--- config.mk ---
export PLATFORM = sky130hd
export DESIGN_NAME = cpu_clock_state_sequencer
export DESIGN_NICKNAME = d
export VERILOG_FILES = /design/src/rtl/clk_seq_pkg.sv /design/src/rtl/clk_glitch_free_switch.sv /design/src/rtl/cpu_clock_state_sequencer.sv
export SDC_FILE = /design/constraint.sdc
export NUM_CORES = 1
export LEC_CHECK = 0
export ABC_AREA = 1
export BUFFER_PORTS_ARGS = -buffer_cell sky130_fd_sc_hd__buf_2
export CORE_ASPECT_RATIO = 1.4
export CORE_UTILIZATION = 50
export CTS_BUF_LIST = sky130_fd_sc_hd__clkbuf_16
export DETAILED_ROUTE_END_ITERATION = 7
export GPL_ROUTABILITY_DRIVEN = 0
export HOLD_SLACK_MARGIN = 0.15
export PLACE_DENSITY = 0.82
export SETUP_SLACK_MARGIN = 0.1
export SYNTH_ARGS = -nofsm -noshare
export SYNTH_HDL_FRONTEND = slang
export SYNTH_SLANG_ARGS = --single-unit
--- constraint.sdc ---
create_clock -name pclk -period 1.74 [get_ports pclk]
set_input_delay 0.087 -clock pclk [delete_from_list [all_inputs] [get_ports pclk]]
set_output_delay 0.087 -clock pclk [all_outputs]
set_load 0.03 [all_outputs]
--- src/rtl/clk_seq_pkg.sv ---
// Shared constants and types for the CPU clock state sequencer
`default_nettype none
package clk_seq_pkg;
  // ==========================================
  // Register byte offsets
  localparam logic [7:0] OFF_OSC_MODE = 8'h00;
  localparam logic [7:0] OFF_MAIN_OSC = 8'h04;
  localparam logic [7:0] OFF_MAIN_MODE = 8'h08;
  localparam logic [7:0] OFF_INT_OSC = 8'h0C;
  localparam logic [7:0] OFF_PROC_CLK = 8'h10;
  localparam logic [7:0] OFF_STAB_CNT = 8'h14;
  // ==========================================
  // Field positions
  localparam int unsigned BIT_EXT_SEL = 7;
  localparam int unsigned BIT_X1_EN = 6;
  localparam int unsigned BIT_XT1_EN = 4;
  localparam int unsigned BIT_GAIN = 0;
  localparam int unsigned BIT_MAIN_HALT = 7;
  localparam int unsigned BIT_HS_SEL = 2;
  localparam int unsigned BIT_MAIN_STAT = 1;
  localparam int unsigned BIT_MUX = 0;
  localparam int unsigned BIT_RUN_FLAG = 7;
  localparam int unsigned BIT_INT_HALT = 0;
  localparam int unsigned BIT_CPU_STAT = 5;
  localparam int unsigned BIT_SUB_SEL = 4;
  localparam int unsigned DIV_MSB = 2;
  // ==========================================
  // Reset values
  localparam logic [7:0] RST_OSC_MODE = 8'h00;
  localparam logic [7:0] RST_MAIN_OSC = 8'h80;
  localparam logic [7:0] RST_MAIN_MODE = 8'h00;
  localparam logic [7:0] RST_INT_OSC = 8'h00;
  localparam logic [7:0] RST_PROC_CLK = 8'h01;
  // ==========================================
  // Timing
  localparam int unsigned CLK_FREQ_MHZ = 50;
  localparam int unsigned RESET_PROC_US = 45;
  localparam int unsigned RESET_PROC_CYC = RESET_PROC_US * CLK_FREQ_MHZ;
  localparam int unsigned RST_CNT_W = 12;
  localparam logic [RST_CNT_W-1:0] RESET_LAST = RST_CNT_W'(RESET_PROC_CYC - 1);
  // ==========================================
  // Types
  typedef enum logic [1:0] {SRC_INT, SRC_HIGH, SRC_SUB} src_t;
  typedef enum logic [3:0] {
    CS_OFF, CS_RESET, CS_INT_RUN, CS_HIGH_RUN, CS_SUB_RUN,
    CS_INT_HALT, CS_HIGH_HALT, CS_SUB_HALT
  } clk_state_t;
  typedef struct packed {
    logic int_hs;
    logic int_ls;
    logic x1;
    logic ext;
    logic xt1;
  } osc_en_t;
endpackage
`default_nettype wire

--- src/rtl/clk_glitch_free_switch.sv ---
// Glitch-free handover of the CPU clock between sources
`default_nettype none
module clk_glitch_free_switch (
  input wire logic pclk,
  input wire logic presetn,
  input var clk_seq_pkg::src_t target,
  input wire logic [2:0] src_safe_edge,
  output clk_seq_pkg::src_t cur_src,
  output logic gate,
  output logic busy
);
  typedef enum logic [1:0] {SW_IDLE, SW_WAIT_OLD, SW_WAIT_NEW} sw_state_t;

  function automatic logic edge_of(input logic [2:0] e, input clk_seq_pkg::src_t s);
    case (s)
      clk_seq_pkg::SRC_INT: edge_of = e[0];
      clk_seq_pkg::SRC_HIGH: edge_of = e[1];
      clk_seq_pkg::SRC_SUB: edge_of = e[2];
      default: edge_of = 1'b0;
    endcase
  endfunction

  sw_state_t st_q, st_d;
  clk_seq_pkg::src_t cur_q, cur_d, next_q, next_d;
  logic gate_q, gate_d;
  wire logic old_edge = edge_of(src_safe_edge, cur_q);
  wire logic new_edge = edge_of(src_safe_edge, next_q);

  always_comb begin
    st_d = st_q;
    cur_d = cur_q;
    next_d = next_q;
    gate_d = gate_q;
    unique case (st_q)
      SW_IDLE: if (target != cur_q) begin
        next_d = target;
        gate_d = 1'b0;
        st_d = SW_WAIT_OLD;
      end
      SW_WAIT_OLD: if (old_edge) begin
        st_d = SW_WAIT_NEW;
      end
      SW_WAIT_NEW: if (new_edge) begin
        cur_d = next_q;
        gate_d = 1'b1;
        st_d = SW_IDLE;
      end
    endcase
  end

  always_ff @(posedge pclk or negedge presetn) begin
    if (!presetn) begin
      st_q <= SW_IDLE;
      cur_q <= clk_seq_pkg::SRC_INT;
      next_q <= clk_seq_pkg::SRC_INT;
      gate_q <= 1'b1;
    end else begin
      st_q <= st_d;
      cur_q <= cur_d;
      next_q <= next_d;
      gate_q <= gate_d;
    end
  end

  assign cur_src = cur_q;
  assign gate = gate_q;
  assign busy = (st_q != SW_IDLE);
endmodule
`default_nettype wire

--- src/rtl/cpu_clock_state_sequencer.sv ---
// CPU clock state sequencer with APB control registers
//
// The placing of the registers and the APB register port were left to the implementer.
`default_nettype none
module cpu_clock_state_sequencer #(
  parameter bit HAS_SUB = 1'b1,
  parameter int unsigned STAB_W = 16
) (
  input wire logic pclk,
  input wire logic presetn,
  input wire logic psel,
  input wire logic penable,
  input wire logic pwrite,
  input wire logic [7:0] paddr,
  input wire logic [31:0] pwdata,
  output logic [31:0] prdata,
  output logic pready,
  output logic pslverr,
  input wire logic power_on_clear_threshold_option,
  input wire logic supply_above_low,
  input wire logic supply_above_high,
  input wire logic halt_exec,
  input wire logic halt_release,
  input wire logic int_osc_stable,
  input wire logic x1_tick,
  input wire logic [2:0] src_safe_edge,
  output clk_seq_pkg::osc_en_t osc_en,
  output clk_seq_pkg::src_t cpu_src,
  output logic cpu_clk_en,
  output clk_seq_pkg::clk_state_t clk_state
);
  typedef enum logic [1:0] {SEQ_POC, SEQ_RESET, SEQ_RUN, SEQ_HALT} seq_t;

  // ==========================================
  // APB decode
  wire logic setup = psel & ~penable;
  wire logic access = psel & penable;
  wire logic wr = access & pwrite;
  wire logic sel_osc = (paddr == clk_seq_pkg::OFF_OSC_MODE);
  wire logic sel_moc = (paddr == clk_seq_pkg::OFF_MAIN_OSC);
  wire logic sel_mcm = (paddr == clk_seq_pkg::OFF_MAIN_MODE);
  wire logic sel_int = (paddr == clk_seq_pkg::OFF_INT_OSC);
  wire logic sel_pcc = (paddr == clk_seq_pkg::OFF_PROC_CLK);
  wire logic sel_stab = (paddr == clk_seq_pkg::OFF_STAB_CNT);
  wire logic mapped = sel_osc | sel_moc | sel_mcm | sel_int | sel_pcc | sel_stab;
  wire logic [7:0] wbyte = pwdata[7:0];

  // ==========================================
  // Control bits
  logic ext_sel_q, x1_en_q, xt1_en_q, gain_q, gain_used_q;
  logic main_halt_q, hs_sel_q, hs_used_q, mux_q, int_halt_q, sub_sel_q;
  logic [clk_seq_pkg::DIV_MSB:0] div_q;
  seq_t seq_q, seq_d;
  logic [clk_seq_pkg::RST_CNT_W-1:0] rst_cnt_q;
  logic [STAB_W-1:0] stab_q;
  logic [31:0] prdata_q;
  logic pslverr_q;

  wire logic gain_take = wr & sel_osc & ~gain_used_q & (wbyte[clk_seq_pkg::BIT_GAIN] != gain_q);
  wire logic hs_take = wr & sel_mcm & ~hs_used_q & (wbyte[clk_seq_pkg::BIT_HS_SEL] != hs_sel_q);

  always_ff @(posedge pclk or negedge presetn) begin
    if (!presetn) begin
      ext_sel_q <= clk_seq_pkg::RST_OSC_MODE[clk_seq_pkg::BIT_EXT_SEL];
      x1_en_q <= clk_seq_pkg::RST_OSC_MODE[clk_seq_pkg::BIT_X1_EN];
      xt1_en_q <= clk_seq_pkg::RST_OSC_MODE[clk_seq_pkg::BIT_XT1_EN];
    end else if (wr && sel_osc) begin
      ext_sel_q <= wbyte[clk_seq_pkg::BIT_EXT_SEL];
      x1_en_q <= wbyte[clk_seq_pkg::BIT_X1_EN];
      // no subsystem oscillator in small build
      xt1_en_q <= wbyte[clk_seq_pkg::BIT_XT1_EN] & HAS_SUB;
    end
  end

  always_ff @(posedge pclk or negedge presetn) begin
    if (!presetn) begin
      gain_q <= clk_seq_pkg::RST_OSC_MODE[clk_seq_pkg::BIT_GAIN];
      gain_used_q <= 1'b0;
      hs_sel_q <= clk_seq_pkg::RST_MAIN_MODE[clk_seq_pkg::BIT_HS_SEL];
      hs_used_q <= 1'b0;
    end else begin
      if (gain_take) begin
        gain_q <= wbyte[clk_seq_pkg::BIT_GAIN];
        gain_used_q <= 1'b1;
      end
      if (hs_take) begin
        hs_sel_q <= wbyte[clk_seq_pkg::BIT_HS_SEL];
        hs_used_q <= 1'b1;
      end
    end
  end

  always_ff @(posedge pclk or negedge presetn) begin
    if (!presetn) begin
      main_halt_q <= clk_seq_pkg::RST_MAIN_OSC[clk_seq_pkg::BIT_MAIN_HALT];
      mux_q <= clk_seq_pkg::RST_MAIN_MODE[clk_seq_pkg::BIT_MUX];
      int_halt_q <= clk_seq_pkg::RST_INT_OSC[clk_seq_pkg::BIT_INT_HALT];
      sub_sel_q <= clk_seq_pkg::RST_PROC_CLK[clk_seq_pkg::BIT_SUB_SEL];
      div_q <= clk_seq_pkg::RST_PROC_CLK[clk_seq_pkg::DIV_MSB:0];
    end else if (wr) begin
      if (sel_moc) main_halt_q <= wbyte[clk_seq_pkg::BIT_MAIN_HALT];
      if (sel_mcm) mux_q <= wbyte[clk_seq_pkg::BIT_MUX];
      if (sel_int) int_halt_q <= wbyte[clk_seq_pkg::BIT_INT_HALT];
      if (sel_pcc) begin
        sub_sel_q <= wbyte[clk_seq_pkg::BIT_SUB_SEL] & HAS_SUB;
        div_q <= wbyte[clk_seq_pkg::DIV_MSB:0];
      end
    end
  end

  // ==========================================
  // Power-on and reset sequencing
  // Option read live; a registered copy lags the first edge
  wire logic thr_ok = power_on_clear_threshold_option ? supply_above_high : supply_above_low;
  wire logic sw_busy;
  wire logic sw_gate;

  always_comb begin
    seq_d = seq_q;
    unique case (seq_q)
      SEQ_POC: if (thr_ok) seq_d = SEQ_RESET;
      SEQ_RESET: if (rst_cnt_q == clk_seq_pkg::RESET_LAST) seq_d = SEQ_RUN;
      SEQ_RUN: if (halt_exec && !sw_busy) seq_d = SEQ_HALT;
      SEQ_HALT: if (halt_release) seq_d = SEQ_RUN;
    endcase
  end

  always_ff @(posedge pclk or negedge presetn) begin
    if (!presetn) begin
      seq_q <= SEQ_POC;
      rst_cnt_q <= '0;
    end else begin
      seq_q <= seq_d;
      if (seq_q == SEQ_RESET) rst_cnt_q <= rst_cnt_q + 1'b1;
      else rst_cnt_q <= '0;
    end
  end

  // ==========================================
  // Oscillator enables and source choice
  wire logic in_run = (seq_q == SEQ_RUN) | (seq_q == SEQ_HALT);
  wire logic main_on = in_run & x1_en_q & ~main_halt_q;
  wire logic sub_eff = HAS_SUB & sub_sel_q;
  wire logic main_high = hs_sel_q & mux_q;
  clk_seq_pkg::src_t target_src;
  assign target_src = sub_eff ? clk_seq_pkg::SRC_SUB :
                      main_high ? clk_seq_pkg::SRC_HIGH : clk_seq_pkg::SRC_INT;

  assign osc_en.int_hs = ~(in_run & int_halt_q);
  assign osc_en.int_ls = 1'b1;
  // stop bit gates crystal and external input
  assign osc_en.x1 = main_on & ~ext_sel_q;
  assign osc_en.ext = main_on & ext_sel_q;
  assign osc_en.xt1 = in_run & HAS_SUB & xt1_en_q;

  wire logic run_flag = int_osc_stable & osc_en.int_hs;

  always_ff @(posedge pclk or negedge presetn) begin
    if (!presetn) begin
      stab_q <= '0;
    end else if (!osc_en.x1) begin
      stab_q <= '0;
    end else if (x1_tick && stab_q != '1) begin
      stab_q <= stab_q + 1'b1;
    end
  end

  clk_glitch_free_switch u_switch (
    .pclk(pclk),
    .presetn(presetn),
    .target(target_src),
    .src_safe_edge(src_safe_edge),
    .cur_src(cpu_src),
    .gate(sw_gate),
    .busy(sw_busy)
  );

  assign cpu_clk_en = sw_gate & (seq_q == SEQ_RUN);

  always_comb begin
    unique case (seq_q)
      SEQ_POC: clk_state = clk_seq_pkg::CS_OFF;
      SEQ_RESET: clk_state = clk_seq_pkg::CS_RESET;
      SEQ_RUN: clk_state = (cpu_src == clk_seq_pkg::SRC_SUB) ? clk_seq_pkg::CS_SUB_RUN :
                           (cpu_src == clk_seq_pkg::SRC_HIGH) ? clk_seq_pkg::CS_HIGH_RUN :
                           clk_seq_pkg::CS_INT_RUN;
      SEQ_HALT: clk_state = (cpu_src == clk_seq_pkg::SRC_SUB) ? clk_seq_pkg::CS_SUB_HALT :
                            (cpu_src == clk_seq_pkg::SRC_HIGH) ? clk_seq_pkg::CS_HIGH_HALT :
                            clk_seq_pkg::CS_INT_HALT;
    endcase
  end

  // ==========================================
  // Read path
  wire logic main_stat = (cpu_src == clk_seq_pkg::SRC_HIGH) |
                         ((cpu_src == clk_seq_pkg::SRC_SUB) & main_high);
  wire logic cpu_stat = (cpu_src == clk_seq_pkg::SRC_SUB);
  wire logic [7:0] rd_osc = {ext_sel_q, x1_en_q, 1'b0, xt1_en_q, 3'b000, gain_q};
  wire logic [7:0] rd_moc = {main_halt_q, 7'h00};
  wire logic [7:0] rd_mcm = {5'h00, hs_sel_q, main_stat, mux_q};
  wire logic [7:0] rd_int = {run_flag, 6'h00, int_halt_q};
  wire logic [7:0] rd_pcc = {2'b00, cpu_stat, sub_eff, 1'b0, div_q};
  wire logic [31:0] rd_stab = 32'(stab_q);
  wire logic [31:0] rd_word = sel_stab ? rd_stab :
                              {24'h00_0000, ({8{sel_osc}} & rd_osc) | ({8{sel_moc}} & rd_moc) |
                               ({8{sel_mcm}} & rd_mcm) | ({8{sel_int}} & rd_int) | ({8{sel_pcc}} & rd_pcc)};

  always_ff @(posedge pclk or negedge presetn) begin
    if (!presetn) begin
      prdata_q <= 32'h0000_0000;
      pslverr_q <= 1'b0;
    end else if (setup) begin
      prdata_q <= rd_word;
      pslverr_q <= ~mapped;
    end else if (!psel) begin
      pslverr_q <= 1'b0;
    end
  end

  assign prdata = prdata_q;
  assign pready = 1'b1;
  assign pslverr = pslverr_q;
endmodule
`default_nettype wire

==> impl_metrics.py, run 1 <==
metrics = {
    "sta": {
        "hold_viol_final": 0,
        "fin_crit_sh": 0.915,
        "rsz0062_at_grt": "yes",
        "tns_ns": 0,
        "fin_ws_ns": 0.147,
        "final.setup_skew_ns": 0.00742,
        "setup_viol": 0,
        "drv_slew": 0,
        "max_freq_mhz": 628,
        "fin_crit_ns": 1.59,
        "max_slew_margin": 0.632,
        "worst-slew-pin-transition_ns": 0.552,
    },
    "routing": {
        "avgViaCountPerCell": 5.17,
        "postRouteWirelength_microns": 9320,
        "wire_per_inst_microns": 12.9,
        "wl_met3_microns": 463,
        "met1_length_microns": 3820,
        "drc": 0,
        "drt_first_iter_violations": 253,
        "antenna_left": 0,
        "wl_met2_microns": 4820,
        "first_pass_iters": 5,
        "vias": 3740,
        "top_layer_used": "met4",
    },
    "final_layout": {
        "area_growth_pct": 21.2,
        "final_util": 0.625,
        "layout_commonest_cell": "nand2_1",
        "layout_common_cells": "163 x nand2_1, 67 x inv_1, 62 x dfrtp_1",
        "diodes": 0,
        "drive_gt1_frac": 0.175,
        "final_nets": 685,
    },
    "power": {
        "pwr-share-clk": 0.413,
        "seq_power_share": 0.406,
        "switching_share": 0.285,
        "comb_power_share": 0.181,
        "p_int_mw": 2.98,
        "leakage_nw": 2.48,
        "powerDensity_mw_per_mm2": 867,
        "p_switching_mw": 1.19,
        "vdd_drop_max_mv": 0.529,
    },
    "clock_tree": {
        "cts-htree-levels": 3,
        "worstSkewPairLatency_ns": 0.33,
        "root_buffer": "clkbuf_16",
        "cts_tree": "built",
        "cts.sinks": 68,
        "clk_pin_slew_ns": 0.05,
        "clockBufferDepth": 2,
        "cts_buffers": 9,
    },
    "synth": {
        "synthDistinctLibCells": 34,
        "syn_inst": 534,
        "synth_warnings": 0,
        "synth_flop_cell": "dfrtp_1",
        "yosysSeqAreaShare": 0.430,
        "synth-seq-cells": 68,
        "synth_edf_count": 0,
        "yosysTopAreaCellShare": 0.410,
        "postSynthAreaPerCell_sq_um": 7.43,
        "synth_top_area_cell": "dfrtp_1",
        "syn_area_sq_mm": 0.00397,
        "synthTopCellsByArea": "dfrtp_1 41%, nand2_1 15%, inv_1 6.1%, nand3_1 5.4%, nor2_1 4.9%",
        "async_reset_ff_frac": 1.00,
    },
    "critical_path": {
        "end_kind": "primary output",
        "worstReg2RegStart": "stab_q[0]",
        "start_kind": "flop",
        "critPathMostFrequentCell": "inv_1",
        "crit_chain": "inv_1 -> ha_4 -> inv_1 -> a21oi_1 -> buf_4",
        "critPathKind": "flop to primary output",
        "r2r_setup_slack_ns": 0.17,
        "crit_fanout": 6,
        "crit_path_top_delay_cell": "dfrtp_2",
        "critPathMaxStageDelay_ns": 0.44,
        "timing.critical_path.buf_inv": 3,
        "critical-path-top-delay-family": "flip-flops",
        "critPathLaunch": "u_switch.cur_src[0]",
        "cp.arrival_ns": 1.51,
        "crit_required_ns": 1.65,
    },
    "global_routing": {
        "grt_use_total": 0.239,
        "grt-ovfl-total": 0,
        "grt_pass1_vias": 3543,
        "antenna_found_initial": 0,
        "grt_pass1_wl_microns": 15500,
        "grt_max_degree": 25,
    },
    "floorplan": {
        "initial_core_util": 0.515,
        "die_w_microns": 77.3,
        "fp-row-count": 38,
        "dieArea_sq_mm": 0.00831,
        "core_area_sq_mm": 0.00770,
        "die_h_microns": 107,
        "pin_count": 101,
    },
    "worst_hold_path": {
        "hold_class": "primary input to flop",
        "min_from": "x1_tick",
    },
    "place": {
        "hpwl_microns": 6830,
        "io_buffers": 55,
        "dp_slack_ns": 0.131,
    },
    "job": {
        "cap_violations": 0,
    },
    "outcome": {
        "outcome": "finished, final reports clean",
    },
}
==> metrics by stage <==
step	area, sq um	hold slack [ns]	cells	power [mW]
6_report	4810	0.161	724	4.17
3_3_place_gp	4350	0.102	691	2.40
5_1_grt	4810	0.158	724	4.36
4_1_cts	4720	0.159	716	4.18
2_1_floorplan	4030	-0.209	551	2.24
3_5_place_dp	4350	0.108	691	2.44
==> final timing paths <==
path / to / cells past startpoint
max: clk_state[2] / 5
min: stab_q[12] / 5
max reg2reg: stab_q[0] / 9
min reg2reg: gain_used_q / 2
max in group asynchronous: main_halt_q / 3
min in group asynchronous: rst_cnt_q[11] / 2
==> synthesized netlist by cell type (5+ instances only) <==
master / count
nand2_1: 163
dfrtp_1: 65
inv_1: 64
nor2_1: 52
nand3_1: 43
o21ai_0: 35
buf_4: 21
ha_1: 11
nand4_1: 11
o31ai_1: 11
a21oi_1: 10
xor2_1: 6
nor3_1: 5
==> logic make-up (layout without fill, tap and decap cells) <==
family / Yosys count / in the layout / synth area share
flip-flops: 68 / 68 / 0.430
adder cells (fa/ha/maj): 11 / 11 / 0.0347
AO/OA/AOI/OAI: 64 / 64 / 0.0923
other: 2 / 19 / 0.00189
AND/OR/NAND/NOR: 289 / 290 / 0.314
XOR/XNOR: 8 / 8 / 0.0176
buffers and inverters: 92 / 164 / 0.110
==> timing repair <==
action,CTS,global route
gates resized for setup,4,9
setup buffers,0,7
pin swaps,0,3
hold buffers,9,0
endpoints found under the setup margin,3,23
endpoints found under the hold margin,69,0
gates cloned,0,1
==> per-layer routing <==
metal,vias to the layer above,GRT usage
li1,1841,-
met5,-,0
met3,21,0.0551
met2,111,0.425
met4,0,0.0943
met1,1767,0.275
==> sequential cells by signal, summed over array words and instances, names as in the netlist, 2 cells and up <==
| register | flops |
|---|---|
| prdata | 16 |
| stab_q | 16 |
| rst_cnt_q | 12 |
| div_q | 3 |
| seq_q | 2 |
| u_switch.cur_src | 2 |
| u_switch.next_q | 2 |
| u_switch.st_q | 2 |
==> cell type report <==
| cell class | count | area, sq um |
|---|---|---|
| well taps | 100 | 125 |
| inverters | 67 | 255 |
| multi-input cells | 392 | 1920 |
| repair buffers | 81 | 523 |
| fillers | 650 | 2890 |
| clock buffers | 9 | 225 |
| clock inverters | 7 | 53.8 |
| flip-flops and latches | 68 | 1710 |
==> power by group through the flow <==
stage / clock, mW / combinational [mW] / sequential [mW]
3_5_place_dp: 0 / 0.715 / 1.72
2_1_floorplan: 0 / 0.518 / 1.73
3_3_place_gp: 0 / 0.687 / 1.72
4_1_cts: 1.75 / 0.742 / 1.69
5_1_grt: 1.83 / 0.839 / 1.70
6_report: 1.72 / 0.757 / 1.70
==> worst register-to-register path: stages, from the launching register on <==
cell     delay [ns]
dfrtp_1        0.41
ha_1           0.24
nand3_2        0.07
inv_1          0.04
nand2_1        0.06
nor2_2         0.06
nor2_4         0.30
nor2_4         0.12
nand2_1        0.07
o21ai_0        0.08
Note: power is estimated with default switching activity, not from simulation.
==> run 2, diff against run 1 <==
- RECOVER_POWER: not set -> 100
- REMOVE_ABC_BUFFERS: not set -> 1
==> impl_metrics.py, run 2 (synthesis gave the netlist of run 1 again) <==
metrics = {
    "floorplan": {
        "die_w_microns": 77.3,
        "initial_core_util": 0.515,
        "die_h_microns": 107,
        "dieArea_sq_mm": 0.00831,
        "pin_count": 101,
        "fp-row-count": 38,
        "core_area_sq_mm": 0.00770,
    },
    "routing": {
        "vias": 3787,
        "wire_per_inst_microns": 13.5,
        "top_layer_used": "met4",
        "drt_first_iter_violations": 252,
        "first_pass_iters": 5,
        "postRouteWirelength_microns": 9840,
        "drc": 0,
        "met1_length_microns": 3940,
        "avgViaCountPerCell": 5.21,
        "antenna_left": 0,
        "wl_met2_microns": 5090,
        "wl_met3_microns": 539,
    },
    "sta": {
        "fin_crit_sh": 0.947,
        "max_slew_margin": 0.377,
        "fin_ws_ns": 0.0922,
        "setup_viol": 0,
        "rsz0062_at_grt": "yes",
        "drv_slew": 0,
        "fin_crit_ns": 1.65,
        "max_freq_mhz": 607,
        "hold_viol_final": 0,
        "final.setup_skew_ns": 0.00708,
        "tns_ns": 0,
        "worst-slew-pin-transition_ns": 0.934,
    },
    "final_layout": {
        "drive_gt1_frac": 0.128,
        "diodes": 0,
        "layout_commonest_cell": "nand2_1",
        "final_nets": 688,
        "nFillCells": 720,
        "layout_common_cells": "163 x nand2_1, 66 x inv_1, 63 x dfrtp_1",
        "area_growth_pct": 20.3,
    },
    "clock_tree": {
        "worstSkewPairLatency_ns": 0.34,
        "clk_pin_slew_ns": 0.06,
        "clockBufferDepth": 2,
        "cts_buffers": 9,
        "cts_tree": "built",
        "cts-htree-levels": 3,
        "root_buffer": "clkbuf_16",
        "cts.sinks": 68,
    },
    "critical_path": {
        "cp.arrival_ns": 1.92,
        "r2r-end": "stab_q[15]",
        "end_kind": "flop",
        "crit_fanout": 9,
        "worstReg2RegStart": "stab_q[1]",
        "critPathKind": "flop to flop",
        "start_kind": "flop",
        "r2r_setup_slack_ns": 0.09,
        "critPathLaunch": "stab_q[1]",
        "crit_required_ns": 2.01,
        "ff2ff_path_depth": 10,
        "crit_path_end": "stab_q[15]",
    },
    "power": {
        "vdd_drop_max_mv": 0.547,
        "powerDensity_mw_per_mm2": 878,
        "leakage_nw": 2.37,
    },
    "global_routing": {
        "grt_max_degree": 69,
        "grt-ovfl-total": 0,
        "antenna_found_initial": 0,
        "grt_use_total": 0.243,
        "grt_pass1_wl_microns": 15800,
        "grt_pass1_vias": 3595,
    },
    "place": {
        "io_buffers": 55,
        "dp_slack_ns": 0.119,
        "hpwl_microns": 6810,
    },
    "job": {
        "cap_violations": 0,
    },
    "worst_hold_path": {
        "hold_class": "primary input to flop",
    },
    "outcome": {
        "outcome": "finished, final reports clean",
    },
}
[run 2: cell count changes in the layout (fill, tap and decap cells not counted), moves of 2 or more]
| cell | before | now |
|---|---|---|
| clkbuf_1 | 0 | 28 |
| buf_2 | 53 | 27 |
| clkbuf_4 | 0 | 2 |
| dlygate4sd3_1 | 9 | 11 |
| clkinv_1 | 2 | 4 |
| buf_4 | 17 | 12 |
| nor2_4 | 4 | 6 |
[run 2: final cells by class]
type                    instances  area (sq um)  share of cell area
well taps                     100           125              0.0262
clock buffers                   9           225              0.0472
inverters                      67           251              0.0527
clock inverters                 7          52.6              0.0110
repair buffers                 82           480               0.101
flip-flops and latches         68          1710               0.358
multi-input cells             394          1930               0.405
[run 2: layer usage]
| metal | GRT usage | vias up |
|---|---|---|
| li1 | - | 1851 |
| met1 | 0.281 | 1762 |
| met2 | 0.431 | 148 |
| met3 | 0.0458 | 26 |
| met4 | 0.109 | 0 |
| met5 | 0 | - |
[run 2: stage by stage]
step,area [sq um],utilization,hold slack (ns),power [mW],std cells
after floorplan,3850,-,-0.209,2.21,526
after global placement,4340,0.563,0.135,2.40,691
after detailed placement,4340,0.563,0.139,2.43,691
after CTS,4740,0.615,0.160,4.19,719
after global routing,4770,0.620,0.209,4.37,727
final,4770,0.620,0.160,4.19,727
[run 2: critical path: stages, from the launching register on]
cell	delay, ns
dfrtp_1	0.42
ha_1	0.20
nand3_1	0.12
inv_1	0.08
nand2_1	0.08
nor2_4	0.11
nor2_2	0.06
buf_12	0.15
nor2_2	0.22
nand2_1	0.08
nand2_1	0.08
[run 2: worst min-delay path by stage]
stage	cells after the start	start	slack, ns	to
3_5_place_dp	2	presetn	0.14	rst_cnt_q[11]
3_3_place_gp	2	presetn	0.13	rst_cnt_q[9]
4_1_cts	5	src_safe_edge[2]	0.16	u_switch.gate
5_1_grt	5	src_safe_edge[2]	0.21	u_switch.gate
6_report	5	src_safe_edge[2]	0.16	u_switch.gate
2_1_floorplan	0	presetn	-0.21	div_q[1]
[run 2: power by group]
part,internal (mW),switching [mW]
combinational,0.251,0.502
sequential,1.65,0.0482
clock,1.08,0.665
total,2.98,1.22
[run 2: timing repair]
action / 4_1_cts / 5_1_grt
endpoints found under the hold margin: 88 / 0
buffers inserted: 1 / 5
gates resized for setup: 3 / 13
setup endpoints to repair: 3 / 19
hold buffers: 11 / 0
gates cloned: 0 / 3
pin swaps: 1 / 5
